File: config.mk
export PLATFORM = sky130hd
export DESIGN_NAME = ramp_time_selector
export DESIGN_NICKNAME = d
export VERILOG_FILES = /design/src/hdl/ramp_sel_pkg.sv /design/src/hdl/ramp_time_selector.sv /design/src/hdl/ramp_table_mem.sv
export SDC_FILE = /design/constraint.sdc
export NUM_CORES = 1
export LEC_CHECK = 0
export ABC_AREA = 1
export BUFFER_PORTS_ARGS = -buffer_cell sky130_fd_sc_hd__buf_2
export CORE_MARGIN = 10
export CORE_UTILIZATION = 44
export DETAILED_ROUTE_END_ITERATION = 6
export SETUP_SLACK_MARGIN = 0.15
export SYNTH_ARGS = -nofsm -noshare
export SYNTH_HDL_FRONTEND = slang
export SYNTH_SLANG_ARGS = --single-unit
File: constraint.sdc
create_clock -name clk -period 5.1 [get_ports clk]
set_clock_uncertainty 0.2 [all_clocks]
set_input_delay 0.51 -clock clk [delete_from_list [all_inputs] [get_ports clk]]
set_output_delay 0.51 -clock clk [all_outputs]
set_load 0.02 [all_outputs]
File: src/hdl/ramp_sel_pkg.sv
// Package with constants and types for the ramp time selector
package ramp_sel_pkg;
    localparam int RAMP_W = 16;
    localparam int PAIRS = 8;
    localparam int IDX_W = 3;
    localparam logic [2:0] OPT_A_OFF = 3'h1;
    localparam logic [2:0] OPT_A_RAMP = 3'h2;
    localparam logic [2:0] OPT_A_PATTERN = 3'h3;
    localparam logic [2:0] OPT_A_TRAVERSE = 3'h4;
    localparam logic [2:0] OPT_B_OFF = 3'h1;
    localparam logic [2:0] OPT_B_PID = 3'h2;
    localparam logic [2:0] OPT_B_PUMP = 3'h3;
    localparam logic [1:0] MODE_BINARY = 2'h1;
    localparam logic [1:0] MODE_DIRECT = 2'h2;
    localparam logic [15:0] OCL_DEFAULT = 16'h0096;
    localparam logic [IDX_W-1:0] IDX_RESET = 3'h0;
    localparam logic [31:0] ADDR_CTRL = 32'h0000_0000;
    localparam logic [31:0] ADDR_OCL = 32'h0000_0004;
    localparam logic [31:0] ADDR_STATUS = 32'h0000_0008;
    localparam logic [31:0] ADDR_RAMP_BASE = 32'h0000_0010;
    localparam int CTRL_OPTA_LSB = 0;
    localparam int CTRL_OPTB_LSB = 4;
    localparam int CTRL_MODE_LSB = 8;
    localparam logic [31:0] CTRL_RESET = 32'h0000_0111;

    typedef enum logic [2:0] {
        FN_NONE, FN_RAMP, FN_PATTERN, FN_TRAVERSE, FN_PID, FN_PUMP
    } option_e;

    typedef struct packed {
        logic program_speed_select;
        logic step_bank_select;
        logic step_select_3;
        logic step_select_2;
        logic step_select_1;
        logic step_select_0;
        logic loop_regulation_enable;
        logic forward_run_command;
        logic reverse_run_command;
        logic local_operation_indicator;
    } seq_in_s;
endpackage : ramp_sel_pkg

File: src/hdl/ramp_time_selector.sv
// Ramp time pair selection, option decode and regulation gating
`timescale 1ns/10ps
`default_nettype none
//
// Contract
// Option A: 1 off, 2 ramp, 3 pattern, 4 traverse
// Option B: 1 off, 2 PID, 3 pump
// Software enables one option at a time
// Program select runs eight speeds with ramp pairs
// Without program select, ramps still follow inputs
// Binary mode: low three steps index pair
// Direct mode: one-hot step plus bank bit
// Direct mode all off holds latest pair
// Held selection clears to zero at reset
// Enable input gates loop regulation
// Regulation only when local indicator off
// Regulation only under forward or reverse run
// Overcurrent limit percent, default 150
// Overcurrent limit always active; the enable output is held low while reset is asserted
// Direct mode several active holds selection
module ramp_time_selector
    import ramp_sel_pkg::*;
(
    // Clock and reset
    input wire logic clk,
    input wire logic reset,
    // APB slave
    input wire logic psel,
    input wire logic penable,
    input wire logic pwrite,
    input wire logic [31:0] paddr,
    input wire logic [31:0] pwdata,
    output logic [31:0] prdata,
    output logic pready,
    output logic pslverr,
    // Sequence inputs from pins
    input wire logic [9:0] seq_pins,
    // Results
    output logic [IDX_W-1:0] pair_index_q,
    output logic [RAMP_W-1:0] accel_time_q,
    output logic [RAMP_W-1:0] decel_time_q,
    output logic program_speed_active_q,
    output logic [IDX_W-1:0] speed_index_q,
    output logic regulation_active_q,
    output logic [15:0] overcurrent_limit_level_q,
    output logic overcurrent_limit_enable_q,
    output logic [2:0] active_option_q
);
    // Input synchroniser
    logic [9:0] sync1_q;
    logic [9:0] sync2_q;
    seq_in_s seq;

    always_ff @(posedge clk) begin
        if (reset) begin
            sync1_q <= '0;
            sync2_q <= '0;
        end else begin
            sync1_q <= seq_pins;
            sync2_q <= sync1_q;
        end
    end
    assign seq = seq_in_s'(sync2_q);

    // Registers
    logic [31:0] ctrl_q;
    logic [15:0] ocl_q;
    wire [2:0] option_select_a = ctrl_q[CTRL_OPTA_LSB +: 3];
    wire [2:0] option_select_b = ctrl_q[CTRL_OPTB_LSB +: 3];
    wire [1:0] selection_mode_setting = ctrl_q[CTRL_MODE_LSB +: 2];

    // APB decode
    wire apb_access = psel && penable;
    wire apb_wr = apb_access && pwrite;
    wire apb_rd_setup = psel && !penable && !pwrite;
    wire hit_ctrl = (paddr == ADDR_CTRL);
    wire hit_ocl = (paddr == ADDR_OCL);
    wire hit_stat = (paddr == ADDR_STATUS);
    // Table spans sixteen words from its base, accel first then decel
    wire [31:0] ramp_off = paddr - ADDR_RAMP_BASE;
    wire hit_ramp = (paddr >= ADDR_RAMP_BASE) && (ramp_off[31:6] == '0) &&
                    (ramp_off[1:0] == 2'b00);
    wire [3:0] ramp_addr = ramp_off[5:2];
    wire hit_any = hit_ctrl || hit_ocl || hit_stat || hit_ramp;
    wire [RAMP_W-1:0] mem_rd_data;

    // Reads of memory data take two cycles, register reads answer at once
    logic rd_wait_q;
    wire slow_rd = apb_rd_setup && hit_ramp;
    wire ramp_wr = apb_wr && hit_ramp && pready;

    always_ff @(posedge clk) begin
        if (reset) begin
            rd_wait_q <= 1'b0;
        end else begin
            rd_wait_q <= slow_rd;
        end
    end

    always_ff @(posedge clk) begin
        if (reset) begin
            ctrl_q <= CTRL_RESET;
            ocl_q <= OCL_DEFAULT;
        end else if (apb_wr && pready) begin
            if (hit_ctrl) begin
                ctrl_q <= pwdata & 32'h0000_0377;
            end else if (hit_ocl) begin
                ocl_q <= pwdata[15:0];
            end
        end
    end

    wire [31:0] status_word = {16'h0000, 5'h00, regulation_active_q,
                               program_speed_active_q, active_option_q,
                               speed_index_q, pair_index_q};
    wire [31:0] rd_mux = hit_ctrl ? ctrl_q :
                         hit_ocl ? {16'h0000, ocl_q} :
                         hit_stat ? status_word :
                         hit_ramp ? {16'h0000, mem_rd_data} : 32'h0000_0000;

    always_ff @(posedge clk) begin
        if (reset) begin
            pready <= 1'b0;
            pslverr <= 1'b0;
            prdata <= '0;
        end else begin
            pready <= (psel && !penable && !slow_rd) || rd_wait_q;
            pslverr <= ((psel && !penable && !slow_rd) || rd_wait_q) &&
                       !hit_any;
            prdata <= (rd_wait_q || (apb_rd_setup && !slow_rd)) ?
                      rd_mux : 32'h0000_0000;
            if (pready) begin
                pready <= 1'b0;
                pslverr <= 1'b0;
            end
        end
    end

    ramp_table_mem u_mem (
        .clk(clk),
        .reset(reset),
        .wr_en(ramp_wr),
        .wr_addr(ramp_addr),
        .wr_data(pwdata[RAMP_W-1:0]),
        .rd_addr(ramp_addr),
        .rd_data(mem_rd_data),
        .pair_idx(pair_index_q),
        .accel_q(accel_time_q),
        .decel_q(decel_time_q)
    );

    // Option decode; option A wins if both are set
    option_e opt;
    assign opt = (option_select_a == OPT_A_RAMP) ? FN_RAMP :
                 (option_select_a == OPT_A_PATTERN) ? FN_PATTERN :
                 (option_select_a == OPT_A_TRAVERSE) ? FN_TRAVERSE :
                 (option_select_b == OPT_B_PID) ? FN_PID :
                 (option_select_b == OPT_B_PUMP) ? FN_PUMP :
                 FN_NONE;

    // Step selection
    wire [3:0] steps = {seq.step_select_3, seq.step_select_2,
                        seq.step_select_1, seq.step_select_0};
    wire [IDX_W-1:0] binary_idx = steps[2:0];
    wire one_hot = (steps != 4'h0) && ((steps & (steps - 4'h1)) == 4'h0);
    wire [1:0] hot_pos = steps[3] ? 2'h3 : steps[2] ? 2'h2 :
                         steps[1] ? 2'h1 : 2'h0;
    wire [IDX_W-1:0] direct_idx = {seq.step_bank_select, hot_pos};
    logic [IDX_W-1:0] idx_d;

    always_comb begin
        idx_d = pair_index_q;
        if (selection_mode_setting == MODE_BINARY) begin
            idx_d = binary_idx;
        end else if (selection_mode_setting == MODE_DIRECT) begin
            if (one_hot) begin
                idx_d = direct_idx;
            end else begin
                idx_d = pair_index_q;
            end
        end
    end

    // Ramp pair follows steps whether program select is on or not
    always_ff @(posedge clk) begin
        if (reset) begin
            pair_index_q <= IDX_RESET;
            speed_index_q <= IDX_RESET;
            program_speed_active_q <= 1'b0;
        end else begin
            pair_index_q <= idx_d;
            program_speed_active_q <= seq.program_speed_select;
            if (seq.program_speed_select) begin
                speed_index_q <= idx_d;
            end
        end
    end

    // Regulation gating and option outputs
    wire run_cmd = seq.forward_run_command || seq.reverse_run_command;
    wire reg_ok = ((opt == FN_PID) || (opt == FN_PUMP)) &&
                  seq.loop_regulation_enable &&
                  !seq.local_operation_indicator &&
                  run_cmd;

    always_ff @(posedge clk) begin
        if (reset) begin
            regulation_active_q <= 1'b0;
            active_option_q <= 3'h0;
            overcurrent_limit_level_q <= OCL_DEFAULT;
            overcurrent_limit_enable_q <= 1'b0;
        end else begin
            regulation_active_q <= reg_ok;
            active_option_q <= opt;
            overcurrent_limit_level_q <= ocl_q;
            overcurrent_limit_enable_q <= 1'b1;
        end
    end

    // Checks
    a_binary_index: assert property (@(posedge clk)
        disable iff (reset)
        (selection_mode_setting == MODE_BINARY) |=>
        pair_index_q == $past(steps[2:0]))
        else $error("binary index wrong");
    a_direct_select: assert property (@(posedge clk)
        disable iff (reset)
        (selection_mode_setting == MODE_DIRECT && one_hot) |=>
        pair_index_q == $past(direct_idx))
        else $error("direct select wrong");
    a_hold_none: assert property (@(posedge clk)
        disable iff (reset)
        (selection_mode_setting == MODE_DIRECT && steps == 4'h0) |=>
        $stable(pair_index_q))
        else $error("hold not kept");
    a_hold_multi: assert property (@(posedge clk)
        disable iff (reset)
        (selection_mode_setting == MODE_DIRECT && steps != 4'h0 &&
         !one_hot) |=> $stable(pair_index_q))
        else $error("multi step changed pair");
    a_reset_clear: assert property (@(posedge clk)
        reset |=> pair_index_q == IDX_RESET)
        else $error("held pair not cleared");
    a_reg_local: assert property (@(posedge clk)
        disable iff (reset)
        seq.local_operation_indicator |=> !regulation_active_q)
        else $error("regulation in local mode");
    a_reg_run: assert property (@(posedge clk)
        disable iff (reset)
        !run_cmd |=> !regulation_active_q)
        else $error("regulation without run");
    a_reg_enable: assert property (@(posedge clk)
        disable iff (reset)
        !seq.loop_regulation_enable |=> !regulation_active_q)
        else $error("regulation not gated");
    a_ocl_on: assert property (@(posedge clk)
        disable iff (reset)
        !reset |=> overcurrent_limit_enable_q)
        else $error("overcurrent limit off");
    a_ocl_level: assert property (@(posedge clk)
        disable iff (reset)
        1'b1 |=> overcurrent_limit_level_q == $past(ocl_q))
        else $error("overcurrent level wrong");
    a_opt_ramp: assert property (@(posedge clk)
        disable iff (reset)
        (option_select_a == OPT_A_RAMP) |=> active_option_q == FN_RAMP)
        else $error("option decode wrong");
    a_opt_pid: assert property (@(posedge clk)
        disable iff (reset)
        (option_select_a == OPT_A_OFF && option_select_b == OPT_B_PID)
        |=> active_option_q == FN_PID)
        else $error("pid decode wrong");
    a_opt_none: assert property (@(posedge clk)
        disable iff (reset)
        (option_select_a == OPT_A_OFF && option_select_b == OPT_B_OFF)
        |=> active_option_q == FN_NONE)
        else $error("no option decode wrong");
    a_speed_follow: assert property (@(posedge clk)
        disable iff (reset)
        seq.program_speed_select |=> speed_index_q == pair_index_q)
        else $error("speed index not following");
    a_speed_hold: assert property (@(posedge clk)
        disable iff (reset)
        !seq.program_speed_select |=> $stable(speed_index_q))
        else $error("speed index moved");

    c_multi_hold: cover property (@(posedge clk) disable iff (reset)
        selection_mode_setting == MODE_DIRECT && steps != 4'h0 && !one_hot);

    c_direct_hold: cover property (@(posedge clk) disable iff (reset)
        selection_mode_setting == MODE_DIRECT && one_hot ##1 steps == 4'h0);
    c_bank_high: cover property (@(posedge clk) disable iff (reset)
        pair_index_q == 3'h7);
    c_regulate: cover property (@(posedge clk) disable iff (reset)
        regulation_active_q);
endmodule : ramp_time_selector
`default_nettype wire

File: src/hdl/ramp_table_mem.sv
// Small memory holding the acceleration and deceleration ramp times
`timescale 1ns/10ps
`default_nettype none
module ramp_table_mem
    import ramp_sel_pkg::*;
(
    // Clock and reset
    input wire logic clk,
    input wire logic reset,
    // Write port
    input wire logic wr_en,
    input wire logic [3:0] wr_addr,
    input wire logic [RAMP_W-1:0] wr_data,
    // Read port A, entries 0..15
    input wire logic [3:0] rd_addr,
    output logic [RAMP_W-1:0] rd_data,
    // Selected pair read port
    input wire logic [IDX_W-1:0] pair_idx,
    output logic [RAMP_W-1:0] accel_q,
    output logic [RAMP_W-1:0] decel_q
);
    logic [RAMP_W-1:0] mem_q [0:2*PAIRS-1];

    always_ff @(posedge clk) begin
        if (wr_en) begin
            mem_q[wr_addr] <= wr_data;
        end
    end

    always_ff @(posedge clk) begin
        if (reset) begin
            rd_data <= '0;
            accel_q <= '0;
            decel_q <= '0;
        end else begin
            rd_data <= mem_q[rd_addr];
            accel_q <= mem_q[{1'b0, pair_idx}];
            decel_q <= mem_q[{1'b1, pair_idx}];
        end
    end
endmodule : ramp_table_mem
`default_nettype wire

Yosys cells after proc, flatten, opt, wreduce, memory -nomap -nowiden
Memory sizes are Yosys's and may differ from the RTL's. A register that Yosys moved wholly into a read port is not among the register bits.
Index checks and enable logic that the tools add are counted.
W data, S select, Z words.

storage, ports and cells
  latch bits = 0
  memories kept = 1
  register bits after elaboration = 107
  RAM bits = 256
  memory bits (read-only) = 0
  output and inout port bits = 94
  bits of input ports = 79

operators by class
  reductions and logical operators = 40
  bitwise gates (word level) = 3
  shift-type cells = 0
  equal/unequal tests = 11
  magnitude comparators = 1
  muxes and demuxes = 18
  multipliers = 0
  div/mod/pow operators = 0
  add/subtract/negate cells = 2

memory list
  memory       depth  bits a word  read ports  clocked after Yosys merged registers in  wr ports  line                  source
  u_mem.mem_q  16     16           3           3                                        1         ramp_table_mem.sv:22  logic [RAMP_W-1:0] mem_q [0:2*PAIRS-1];

operators with widths
  operator                 count
  $mux W16                 3
  $eq A32 B3 Y1 const B    1
  $eq A32 B4 Y1 const B    1
  $ge A32 B5 Y1 const B    1
  $logic_not A32 Y1        1
  $sub A32 B5 Y32 const B  1
  $logic_not A26 Y1        1
  $mux W3                  8
  $logic_and A1 B1 Y1      17
  $eq A3 B2 Y1 const B     4
  $mux W10                 1
  $eq A3 B3 Y1 const B     3
  $logic_or A1 B1 Y1       7
  $logic_not A1 Y1         5
  $reduce_or A5 Y1         1
  $and A4 B4 Y4            1
  $logic_not A4 Y1         1
  $mux W1                  4
  $mux W2                  2
  $reduce_bool A4 Y1       1
  $reduce_or A2 Y1         2
  $sub A4 B1 Y4 const B    1
  $reduce_and A3 Y1        1
  $reduce_or A3 Y1         1
  5 further kinds          6

Longest topological paths before layout
  depth after elaboration = 11
  gate-level depth with buffers = 19
  depth with buffers taken out = 17

Modules after synthesis
From an unflattened synthesis, not the netlist that was laid out.

unflattened totals
  cells, all modules = 2291
  area total of the unflattened synthesis = 19060.8 sq um

modules (own cells, without submodules)
  module              cells an instance  instances  seq. area each (sq um)  area each (sq um)
  ramp_table_mem      1579               1          8648.3                  14201.1
  ramp_time_selector  712                1          1821.7                  4859.7

Worst setup path before layout
Ideal clock, no wire load.

  kind = input port to flip-flop
  start = in paddr[4]
  end = mem u_mem.mem_q[0][0], enable pin
  library setup time = 0.388 ns
  buffers on the path = 4
  required time = 4.512 ns
  stages = 18
  data arrival time = 3.581 ns
  slack = 0.930 ns
  cell sequence = clkbuf_1 clkinv_1 clkbuf_1 ha_1 nand2_1 nor2_4 buf_6 nand3_2 nand2_1 inv_2 nor2_4 nand3b_4 nor2_8 nand3_2 buf_6 nor2_8 nand2_4 nor2_1

between the ends
  cells in the longest elaborated chain, start to end = 8
  elaborated cells on any way between the ends = 9
  classes of those cells = 1 x add/sub; 1 x order compare; 2 x mux; 5 x reduce/logical

ends and longest elaborated chain
  element                           line                      source
  from (decl)                       ramp_time_selector.sv:31  input wire logic [31:0] paddr,
  $sub A32 B5 Y32                   ramp_time_selector.sv:80  wire [31:0] ramp_off = paddr - ADDR_RAMP_BASE;
  $logic_not A26 Y1                 ramp_time_selector.sv:81  wire hit_ramp = (paddr >= ADDR_RAMP_BASE) && (ramp_off[31:6] == '0) &&
  $logic_and A1 B1 Y1 (2 in a row)  ramp_time_selector.sv:81
  $logic_and A1 B1 Y1 (2 in a row)  ramp_time_selector.sv:90  wire ramp_wr = apb_wr && hit_ramp && pready;
  $mux W1                           ramp_table_mem.sv:25      if (wr_en) begin
  $mux W1 (not written as such)     ramp_table_mem.sv:26      mem_q[wr_addr] <= wr_data;
  to (decl)                         ramp_table_mem.sv:22

Several ways; a longest one is shown, not always the timed one.

Worst setup path after layout
  start = in paddr[4]
  end = mem u_mem.mem_q[11][9], enable pin

The elaborated chain is that of the path after synthesis.

==> key figures <==
Clocking
  – CTS Buffer Depth: 3
  – CTS tree: built
  – Skew-Pair Late Insertion Delay: 0.55 ns
  – H-tree levels: 2
  – Post-CTS Repair Setup Buffers: 0
  – Worst-path clk slew: about 0.060 ns
  – Root buffer cell: clkbuf_16
  – CTS buffer count: 41
  – Hold-fix buffers at CTS: 10
  – Post_cts resized: 0
  – CTS Sinks: ~400

Timing
  – Setup TNS Final: 0 ns
  – Setup Viol. Count Final: 0
  – Max_slew headroom: 0.2391
  – Max Slew Vio Count: 0
  – Fin worst setup slack: approximately 1.4 ns
  – Tcrit/Tclk final: 0.7282
  – Post-route minimum period: between 3 and 4 ns
  – Unrepaired setup endpoints after global routing: false
  – Fmax: between 0.2 and 0.3 GHz
  – Worst slew pin tran: 1.140 ns
  – Hold WS: 0.1006 ns
  – Final hold vios: 0

Logic synthesis
  – Yosys top cell area share: 0.4478
  – Primary FF master, synth: edfxtp_1
  – Sequential share of the synthesized area: 0.6099
  – Async set-reset flop share out of synthesis: 0
  – Largest cells by area after synthesis: edfxtp_1 (45%), dfxtp_1 (16%), nor2_1 (6.5%)
  – Gate Count Post-Synth: 1791
  – Leading cell type by number of instances after synthesis: nor2_1
  – Yosys top cell by area: edfxtp_1
  – Post-synth EDFFs: 256
  – Distinct cells, synth: between 40 and 50
  – Synth top cells by count: nor2_1 (299), edfxtp_1 (256), nand2_1 (229)
  – Syn_area_per_cell: 9.585 µm²
  – Synth Warn #: 0
  – Post-synthesis sequential element count: 395
  – Post-Synthesis Cell Area: roughly 0.017 mm²

Floorplanning
  – I/O pins: 173
  – Initial core utilization: 0.4442
  – Core area: 0.03865 mm²
  – Die outline area: 0.04732 mm²
  – # rows: 72
  – Die height: between 200 and 250 µm
  – Die span in x: 217.5 µm

Setup path
  – Critical R2R Capture: u_mem.accel_q[12]$_SDFF_PP0_
  – CP startpoint: paddr[4]
  – CP max FO: 13
  – Flop2flop setup slack: 2.08 ns
  – Critical path class: in2reg
  – FF-to-FF Start: pair_index_q[0]$_SDFF_PP0_
  – Crit path DAT: ~3.8 ns
  – Worst Setup EP: u_mem.mem_q[11][9]$_DFFE_PP_
  – R2R depth: 5
  – Element type at the critical path end: flip-flop
  – Data required, critical path: 5.13 ns
  – Startpoint types: input pin

Routing
  – Detailed Routing Iterations Pass 1: 6
  – Uppermost layer routed: met5
  – Via count: 13990
  – Final wirelength: 54.53 mm
  – Antenna violation net count after detailed routing: 0
  – DRC violations left: 0
  – Avg WL per Cell: 22.08 µm
  – Post-DR vias/cell: 5.662
  – Initial drt markers: about 1500
  – WL met2: 24.55 mm
  – Metal1 wirelength: 22.73 mm
  – Met3 WL: 4.983 mm

Min path
  – HP Start: pwrite
  – Worst min path class: in2reg

Power and ir drop
  – Switching Power: about 1.6 mW
  – Pwr/cell area: between 300 and 400 mW/mm²
  – Pleak: 7.596 nW
  – Clock share of power: 0.445
  – Gate power share: 0.067
  – Maximum VDD drop: around 0.23 mV
  – Flop pwr share: 0.488
  – Net Sw Frac: 0.2315
  – Pint: 5.446 mW

Job
  – Number of max-cap violations: 0

Global routing
  – Initial antenna violation count: 4
  – Largest net degree at the start of global routing: 88
  – First-pass GRT wire length: 83.01 mm
  – Total GRT Usage: 0.2252
  – Vias in the first global route: 13770
  – Grt total ovfl: 0

Place
  – GPL Wtd Cong: 0.8804
  – Post-detail-place hpwl: 33.77 mm
  – Pre-CTS setup slack: 0.8584 ns
  – Cell Area, Placed: 0.01841 mm²
  – PortBufs: 140
  – Cells after DPL: 2383

Finish
  – Layout cells sized above 1: 0.1456
  – Non-filler cells, final: 2470
  – # fillers: 3459
  – Final design area excluding fillers: 0.01996 mm²
  – Final nets: about 2000
  – Synthesis-to-finish area growth: 16.26%

Run status
  – Status: finished clean
## worst max-delay path, cell delays in order
cell	delay, ns
buf_2	0.20
clkinv_1	0.09
ha_1	0.40
nand2_1	0.16
nor2_4	0.31
nand3_2	0.17
inv_2	0.09
nand2_1	0.05
nand2_1	0.06
nand3_1	0.11
nor2_4	0.29
nand3_2	0.10
buf_4	0.19
nor2_8	0.19
nand2_4	0.08
nor2_1	0.38
buf_4	0.34
## state kept, by name, indices dropped and copies added, names as in the netlist, 3 cells and up
register / count
u_mem.decel_q: 16
u_mem.accel_q: 16
speed_index_q: 3
seq: 10
sync1_q: 10
u_mem.rd_data: 16
ctrl_q: 8
u_mem.mem_q: 256
prdata: 16
ocl_q: 16
pair_index_q: 3
overcurrent_limit_level_q: 16
active_option_q: 3
## metrics by stage
stage / util / total power [mW]
floorplan: - / 3.777
global placement: 0.4765 / 3.982
detailed placement: 0.4765 / 3.987
CTS: 0.5163 / 7.123
global route: 0.5163 / 7.306
finish: 0.5164 / 7.086
## layout make-up
cell class                 count  area (µm²)  area share
clock inverter                23       276.5     0.01385
timing repair buffer         189        1144     0.05730
inverter                     164       616.8     0.03091
clock buffer                  53        1165     0.05837
antenna                        1       2.502   0.0001254
multi-input combinational   1127        5630      0.2821
tap                          518       648.1     0.03247
sequential                   395       10480      0.5249
## layout by cell type, fill, tap and decap left out, drive strengths merged, types with 2 or more instances in the layout
cell	netlist	routed
nor2	312	312
edfxtp	256	256
nand2	233	233
o21ai	189	189
buf	24	179
inv	158	159
dfxtp	139	139
a21oi	75	75
a22oi	60	60
nand3	56	56
clkbuf	96	53
nand4	38	38
o22ai	37	37
o211ai	32	32
a31oi	25	25
clkinv	6	19
conb	1	16
a211oi	11	11
dlygate4sd3	0	10
o2111ai	8	8
a311oi	8	8
nor3	6	6
a221oi	6	6
bufinv	0	5
ha	4	4
clkinvlp	0	4
nand3b	3	3
o2bb2ai	2	2
## cells by family (layout without fill, tap and decap cells)
logic type	count (synthesis)	count (layout)	share of synthesized area
compound gates	455	455	0.1578
xor+xnor	1	1	0.0005103
fa+ha+maj	4	4	0.002916
buf+inv	284	429	0.06669
flops	395	395	0.6099
other cells	1	17	0.0002184
simple gates	651	651	0.1620
## per-layer routing
layer / up-vias / global-route usage
met5: - / 0
met4: 6 / 0.1053
met3: 129 / 0.05062
li1: 6468 / -
met2: 663 / 0.3522
met1: 6720 / 0.2922
## power by group through the flow
stage               combinational (mW)  sequential (mW)  clock (mW)
floorplan                        0.239             3.54           0
detailed placement               0.463             3.52           0
global route                     0.514             3.46        3.34
finish                           0.477             3.46        3.15
global placement                 0.459             3.52           0
CTS                              0.470             3.46        3.20
## worst min path at each step
stage | endpoint | slack [ns] | cells past startpoint
finish | rd_wait_q$_SDFF_PP0_ | 0.10 | 4
global route | rd_wait_q$_SDFF_PP0_ | 0.13 | 4
CTS | rd_wait_q$_SDFF_PP0_ | 0.08 | 4
detailed placement | regulation_active_q$_SDFF_PP0_ | 0.19 | 1
global placement | regulation_active_q$_SDFF_PP0_ | 0.19 | 1
floorplan | regulation_active_q$_SDFF_PP0_ | 0.17 | 1
Note: power is estimated with default switching activity, not from simulation.
